==> src/cfi_pkg.sv <==
// Purpose: Shared constants and types for the cable FIFO interrupt logic
// Assumes: 32-bit AXI4-Lite register access, byte addresses as printed
// Notes: Condition bit positions match enable and status bit positions
package cfi_pkg;
  localparam int unsigned NUM_COND = 23;
  localparam logic [7:0] ADDR_ENABLE = 8'h30;
  localparam logic [7:0] ADDR_STATUS = 8'h34;
  localparam logic [22:0] ENABLE_RESET = 23'h000000;
  localparam logic [1:0] RESP_OKAY = 2'h0;
  localparam logic [1:0] RESP_SLVERR = 2'h2;
  localparam int unsigned BIT_RISE = 0;
  localparam int unsigned BIT_FALL = 1;

  // Raw condition inputs from the cable and the FIFO/transceiver logic
  typedef struct packed {
    logic tx_busy;
    logic rx_busy;
    logic rx_data_error;
    logic rx_parity_error;
    logic tx_fifo_overflow;
    logic rx_fifo_overflow;
    logic rx_fifo_underflow;
    logic rx_fifo_full;
    logic rx_fifo_almost_full;
    logic rx_fifo_not_almost_empty;
    logic rx_fifo_not_empty;
    logic tx_fifo_full;
    logic tx_fifo_almost_full;
    logic tx_fifo_almost_empty;
    logic tx_fifo_empty;
    logic tx_message_done;
    logic cable_rx_ready_line;
    logic cable_tx_driving_line;
    logic cable_ctl_line_d;
    logic cable_ctl_line_b;
    logic cable_data_strobe_line;
  } cfi_cond_s;

  typedef struct packed {
    logic [4:0] sync1;
    logic [4:0] sync2;
    logic strobe_prev;
    logic [NUM_COND-1:0] enable;
    logic [NUM_COND-1:0] latched;
    logic [NUM_COND-1:0] live;
    logic awvalid_seen;
    logic [7:0] awaddr;
    logic wvalid_seen;
    logic [31:0] wdata;
    logic [3:0] wstrb;
    logic bvalid;
    logic [1:0] bresp;
    logic rvalid;
    logic [31:0] rdata;
    logic [1:0] rresp;
  } cfi_state_s;
endpackage

==> src/cfi_intr_ctrl.sv <==
// Contract
// RQ1: Read-write enable register at 0x30, bits 23 to 31 reserved read zero.
// RQ2: Enable bits 0 and 1 gate strobe line rising and falling edges.
// RQ3: Enable bits 2,3,4 gate strobe, line b, line d at one.
// RQ4: Enable bits 5 and 6 gate far transmitter driving and receiver ready.
// RQ5: Enable bit 7 gates transmit message done.
// RQ6: Enable bits 8 to 11 gate tx empty, almost empty, almost full, full.
// RQ7: Enable bits 12 and 13 gate rx not empty and not almost empty.
// RQ8: Enable bits 14 and 15 gate rx almost full and full.
// RQ9: Enable bits 16,17,18 gate rx underflow, rx overflow, tx overflow.
// RQ10: Enable bits 19 and 20 gate rx parity and data errors.
// RQ11: Enable bits 21 and 22 gate receiver busy and transmitter busy.
// RQ12: Status at 0x34, one independent bit per condition, same positions.
// RQ13: Enabled condition latches its status bit until software clears it.
// RQ14: Disabled condition shows its live state in the status bit.
// RQ15: Disabled bits 0 and 1 show an edge only while it is present.
// RQ16: Disabled bits 2 to 6 show the current cable line level.
// RQ17: Data error input is a mid-cell transition, cleared by receiver start.
// RQ18: Parity error input flags received parity fault, cleared by receiver start.
// RQ19: Interrupt request high while any enabled latched status bit is set.
// RQ20: Cable lines pass two flops; edge is change between synced samples.
//
// Purpose: Interrupt enable and status registers behind AXI4-Lite
// Assumes: Error, FIFO and busy conditions come from logic on aclk
// Notes: Status is cleared by writing one to a bit (write one to clear)
`timescale 1ns/10ps
module cfi_intr_ctrl (
  // Clock and reset
  input wire logic aclk,
  input wire logic aresetn,
  // Cable lines, asynchronous to aclk
  input wire logic cable_data_strobe_line,
  input wire logic cable_ctl_line_b,
  input wire logic cable_ctl_line_d,
  input wire logic cable_tx_driving_line,
  input wire logic cable_rx_ready_line,
  // Internal conditions on aclk
  input wire logic tx_message_done,
  input wire logic tx_fifo_empty,
  input wire logic tx_fifo_almost_empty,
  input wire logic tx_fifo_almost_full,
  input wire logic tx_fifo_full,
  input wire logic rx_fifo_empty,
  input wire logic rx_fifo_almost_empty,
  input wire logic rx_fifo_almost_full,
  input wire logic rx_fifo_full,
  input wire logic rx_fifo_underflow,
  input wire logic rx_fifo_overflow,
  input wire logic tx_fifo_overflow,
  input wire logic rx_parity_error,
  input wire logic rx_data_error,
  input wire logic rx_busy,
  input wire logic tx_busy,
  // AXI4-Lite slave
  input wire logic [7:0] s_axi_awaddr,
  input wire logic s_axi_awvalid,
  output logic s_axi_awready,
  input wire logic [31:0] s_axi_wdata,
  input wire logic [3:0] s_axi_wstrb,
  input wire logic s_axi_wvalid,
  output logic s_axi_wready,
  output logic [1:0] s_axi_bresp,
  output logic s_axi_bvalid,
  input wire logic s_axi_bready,
  input wire logic [7:0] s_axi_araddr,
  input wire logic s_axi_arvalid,
  output logic s_axi_arready,
  output logic [31:0] s_axi_rdata,
  output logic [1:0] s_axi_rresp,
  output logic s_axi_rvalid,
  input wire logic s_axi_rready,
  // Interrupt request
  output logic irq
);
  localparam int unsigned N = cfi_pkg::NUM_COND;

  cfi_pkg::cfi_state_s st_ff;
  cfi_pkg::cfi_state_s nxt_st;
  logic [N-1:0] cond;
  logic [N-1:0] status;
  logic [N-1:0] clr_mask;
  logic [31:0] wmask;
  logic strobe_s;
  logic wr_fire;

  ////////////////////////////////////////////////////////////////////////
  // RQ20: synced cable lines
  assign strobe_s = st_ff.sync2[0];

  // RQ2: edge conditions
  // RQ3: RQ4: line levels
  // RQ5: RQ6: RQ7: RQ8: RQ9: RQ10: RQ11: condition bit map
  // RQ17: RQ18: errors arrive already formed by the receiver
  assign cond = {tx_busy, rx_busy, rx_data_error, rx_parity_error,
                 tx_fifo_overflow, rx_fifo_overflow, rx_fifo_underflow,
                 rx_fifo_full, rx_fifo_almost_full, ~rx_fifo_almost_empty, ~rx_fifo_empty,
                 tx_fifo_full, tx_fifo_almost_full, tx_fifo_almost_empty, tx_fifo_empty,
                 tx_message_done, st_ff.sync2[4:1], strobe_s,
                 ~strobe_s & st_ff.strobe_prev, strobe_s & ~st_ff.strobe_prev};

  // RQ12: RQ14: RQ15: RQ16: per-bit choice of latched or live view
  // Disabled edge bits therefore show a one-cycle pulse only
  assign status = (st_ff.enable & st_ff.latched) | (~st_ff.enable & st_ff.live);

  // RQ19: enabled latched bits drive the request
  assign irq = |(st_ff.enable & st_ff.latched);

  assign wmask = {{8{st_ff.wstrb[3]}}, {8{st_ff.wstrb[2]}}, {8{st_ff.wstrb[1]}}, {8{st_ff.wstrb[0]}}};
  assign wr_fire = st_ff.awvalid_seen && st_ff.wvalid_seen && !st_ff.bvalid;
  assign clr_mask = (wr_fire && st_ff.awaddr == cfi_pkg::ADDR_STATUS) ?
                    (st_ff.wdata[N-1:0] & wmask[N-1:0]) : '0;

  assign s_axi_awready = !st_ff.awvalid_seen && !st_ff.bvalid;
  assign s_axi_wready = !st_ff.wvalid_seen && !st_ff.bvalid;
  assign s_axi_arready = !st_ff.rvalid;
  assign s_axi_bvalid = st_ff.bvalid;
  assign s_axi_bresp = st_ff.bresp;
  assign s_axi_rvalid = st_ff.rvalid;
  assign s_axi_rdata = st_ff.rdata;
  assign s_axi_rresp = st_ff.rresp;

  ////////////////////////////////////////////////////////////////////////
  always_comb begin
    nxt_st = st_ff;
    nxt_st.sync1 = {cable_rx_ready_line, cable_tx_driving_line, cable_ctl_line_d,
                    cable_ctl_line_b, cable_data_strobe_line};
    nxt_st.sync2 = st_ff.sync1;
    nxt_st.strobe_prev = strobe_s;
    nxt_st.live = cond;
    // RQ13: set wins over a clear in the same cycle
    nxt_st.latched = (st_ff.latched & ~clr_mask) | (st_ff.live & st_ff.enable);
    if (s_axi_awvalid && s_axi_awready) begin
      nxt_st.awvalid_seen = 1'b1;
      nxt_st.awaddr = s_axi_awaddr;
    end
    if (s_axi_wvalid && s_axi_wready) begin
      nxt_st.wvalid_seen = 1'b1;
      nxt_st.wdata = s_axi_wdata;
      nxt_st.wstrb = s_axi_wstrb;
    end
    if (wr_fire) begin
      nxt_st.awvalid_seen = 1'b0;
      nxt_st.wvalid_seen = 1'b0;
      nxt_st.bvalid = 1'b1;
      nxt_st.bresp = cfi_pkg::RESP_OKAY;
      // RQ1: enable register write, reserved bits dropped
      if (st_ff.awaddr == cfi_pkg::ADDR_ENABLE) begin
        nxt_st.enable = (st_ff.enable & ~wmask[N-1:0]) | (st_ff.wdata[N-1:0] & wmask[N-1:0]);
      end else if (st_ff.awaddr != cfi_pkg::ADDR_STATUS) begin
        nxt_st.bresp = cfi_pkg::RESP_SLVERR;
      end
    end
    if (st_ff.bvalid && s_axi_bready) begin
      nxt_st.bvalid = 1'b0;
    end
    if (st_ff.rvalid && s_axi_rready) begin
      nxt_st.rvalid = 1'b0;
    end
    if (s_axi_arvalid && s_axi_arready) begin
      nxt_st.rvalid = 1'b1;
      nxt_st.rresp = cfi_pkg::RESP_OKAY;
      nxt_st.rdata = '0;
      if (s_axi_araddr == cfi_pkg::ADDR_ENABLE) begin
        nxt_st.rdata[N-1:0] = st_ff.enable;
      end else if (s_axi_araddr == cfi_pkg::ADDR_STATUS) begin
        nxt_st.rdata[N-1:0] = status;
      end else begin
        nxt_st.rresp = cfi_pkg::RESP_SLVERR;
      end
    end
  end

  always_ff @(posedge aclk) begin
    if (!aresetn) begin
      st_ff <= '0;
      st_ff.enable <= cfi_pkg::ENABLE_RESET;
    end else begin
      st_ff <= nxt_st;
    end
  end
endmodule

==> config.mk <==
export PLATFORM = sky130hd
export DESIGN_NAME = cfi_intr_ctrl
export DESIGN_NICKNAME = d
export VERILOG_FILES = /design/src/cfi_pkg.sv /design/src/cfi_intr_ctrl.sv
export SDC_FILE = /design/constraint.sdc
export NUM_CORES = 1
export LEC_CHECK = 0
export ABC_AREA = 1
export BUFFER_PORTS_ARGS = -buffer_cell sky130_fd_sc_hd__buf_2
export CORE_ASPECT_RATIO = 1.75
export CORE_MARGIN = 8
export CORE_UTILIZATION = 35
export DETAILED_ROUTE_END_ITERATION = 10
export MAX_ROUTING_LAYER = met4
export PLACE_DENSITY_LB_ADDON = 0.05
export SLEW_MARGIN = 10
export SYNTH_ARGS = -nofsm -noshare
export SYNTH_HDL_FRONTEND = slang
export SYNTH_SLANG_ARGS = --single-unit
==> constraint.sdc <==
create_clock -name aclk -period 2 [get_ports aclk]
set_input_delay 0.4 -clock aclk [delete_from_list [all_inputs] [get_ports aclk]]
set_output_delay 0.4 -clock aclk [all_outputs]
set_load 0.01 [all_outputs]
==> flow_metrics.tcl <==
set metrics [dict create \
    p_int_w 0.00535 \
    switching_power_w 0.00168 \
    cts_setup_buffers 0 \
    die_y_um 190 \
    crit_path_end_kind "primary output" \
    endpoint "irq" \
    min_period_ns 1.89 \
    ctsHoldBuffers 0 \
    wirelength_um 15100 \
    clkTransAtPathRegs_ns 0.06 \
    initial_core_util_pct 35.7 \
    clockRootBuffer "clkbuf_16" \
    max_freq_ghz 0.528 \
    vdd_drop_max_mv 0.484 \
    hold_slack_ns 0.165 \
    cts_resized 0 \
    hold_class "in2reg" \
    synth.most_common_cell "nand2_1" \
    htreeDepth 4 \
    globalRouteTotalUtil_pct 14.5 \
    r2r_setup_slack_ns 0.36 \
    combPwrFrac_pct 8.1 \
    cts_buffers 17 \
    postRouteAntennaNets 0 \
    die_area_sq_um 21900 \
    finalNetCount 967 \
    preCtsSetupSlack_ns 0.332 \
    ys_ff_latch 142 \
    finalCritPeriodShare_pct 94.6 \
    grt_overflow 0 \
    async_flop_share_pct 0 \
    drt_pass1_iterations 5 \
    netlist_instances 822 \
    grt_start_max_net_pins 53 \
    yosys_warnings 0 \
    fp-row-count 63 \
    syn2layout_area_growth_pct 18.2 \
    chipWidth_um 115 \
    clock_sinks 142 \
    synth_top_cells_by_count "nand2_1, dfxtp_1, a21oi_1" \
    io_pins 122 \
    num_vias 5225 \
    drv_cap 0 \
    clkPwrFrac_pct 48.2 \
    cp-start-kind "flop" \
    power.density_nw_per_um2 983 \
    p_leak_nw 3.20 \
    syn_avg_cell_area_sq_um 7.36 \
    wire_per_inst_um 13.4 \
    core_sq_um 16900 \
    grt_pass1_vias 5025 \
    path_class "reg2out" \
    grt_pass1_wl_um 25000 \
    final_core_util_pct 42.2 \
    portBuffers 100 \
    cts_tree "built" \
    status "finished clean" \
    syn_area_sq_um 6050 \
    r2r-start "s_axi_bvalid$_SDFFE_PP0P_" \
    clkLatencyLatePin_ns 0.41 \
    relSlewSlack_pct 55.9 \
    cts.path.max_buffers 2 \
    arrival_ns 1.49 \
    clock_skew_ns 0.0122 \
    routed_via_density 4.64 \
    ys.flop_type "dfxtp_1" \
    drive_above_1_share_pct 18.2 \
    ys_seq_area_share_pct 47.0 \
    synth.distinct_cells 25 \
    required_ns 1.60 \
    reg2reg_depth 4 \
    drv_slew 0 \
    drtIter0Drc 409 \
    hold_viol_final 0 \
    antenna_cells 0 \
    worst_pin_slew_ns 0.661 \
    synth_edf_count 0 \
    finalSetupTns_ns 0 \
    yosys-top-cells-area "dfxtp_1, nand2_1, a21oi_1" \
    synth_top_area_share_pct 47.0 \
    pwr-share-seq_pct 43.7 \
    setup_slack_ns 0.107 \
    rsz0062_at_grt "false" \
    hpwl_um 11300 \
    synth_area_leader_cell "dfxtp_1" \
    cp_max_fo 5 \
    setup_viol_count_final 0 \
    drc 0 \
    gp_congestion 0.794 \
    swShare_pct 23.8 \
    antenna_found_initial 0 \
]
[cell usage in the layout, fill, tap and decap left out, types with 3 or more instances in the layout]
master,synthesis,layout
nand2_1,155,155
dfxtp_1,142,142
buf_2,15,100
a21oi_1,95,95
inv_1,84,84
nor2_1,83,83
o21ai_0,82,82
nand4_1,52,52
nand3_1,28,28
buf_4,39,19
clkbuf_16,0,17
conb_1,1,11
nor2_2,4,4
bufinv_16,0,4
clkinv_4,0,3
[power groups by stage]
stage	sequential [W]	clock, W	combinational, W
global placement	0.00313	0	0.000571
detailed placement	0.00313	0	0.000577
global route	0.00309	0.00359	0.000656
finish	0.00307	0.00339	0.000568
floorplan	0.00310	0	0.000457
CTS	0.00307	0.00348	0.000579
[cell type report]
type | instances | area, sq um
fill | 1778 | 9800
sequential | 142 | 2840
multi-input combinational | 521 | 2410
timing repair buffer | 119 | 643
clock buffer | 20 | 457
inverter | 86 | 323
tap | 227 | 284
clock inverter | 12 | 184
[through the flow]
stage	instance area, sq um	total power (W)	instances
2_1_floorplan	6090	0.00355	832
3_3_place_gp	6510	0.00370	1095
3_5_place_dp	6510	0.00371	1095
4_1_cts	7150	0.00713	1127
5_1_grt	7150	0.00734	1127
6_report	7150	0.00703	1127
[critical path, cell delays in order (launching register included)]
cell	delay (ns)
dfxtp_1	0.36
nand2_1	0.10
nand4_1	0.09
nor2_1	0.23
nand3_1	0.13
buf_2	0.17
[kinds of logic (layout without fill, tap and decap cells)]
logic type / after synthesis / in the layout / share of synthesized area, %
AO/OA/AOI/OAI: 180 / 180 / 15.0
buffers and inverters: 169 / 237 / 13.7
AND/OR/NAND/NOR: 330 / 330 / 24.3
flip-flops: 142 / 142 / 47.0
other: 1 / 11 / 0.0620
[per-layer routing]
metal,GRT usage (%),vias to the layer above,part of all wire [%]
li1,-,2771,-
met1,18.1,2306,48
met2,22.7,134,45
met3,3.33,14,4.8
met4,4.58,0,1.6
met5,-,-,0
[worst min path at each step]
stage	from	depth (start not counted)	slack, ns	endpoint
after floorplan	nxt_st[154]$_SDFF_PN0_	2	0.39	cond[2]$_SDFF_PN0_
after global placement	nxt_st[156]$_SDFF_PN0_	2	0.40	cond[4]$_SDFF_PN0_
after detailed placement	nxt_st[156]$_SDFF_PN0_	2	0.40	cond[4]$_SDFF_PN0_
after CTS	tx_fifo_overflow	3	0.14	st_ff[102]$_SDFF_PN0_
after global routing	s_axi_bready	2	0.16	s_axi_bvalid$_SDFFE_PP0P_
final	tx_fifo_overflow	3	0.16	st_ff[102]$_SDFF_PN0_
Note: power is estimated with default switching activity, not from simulation.
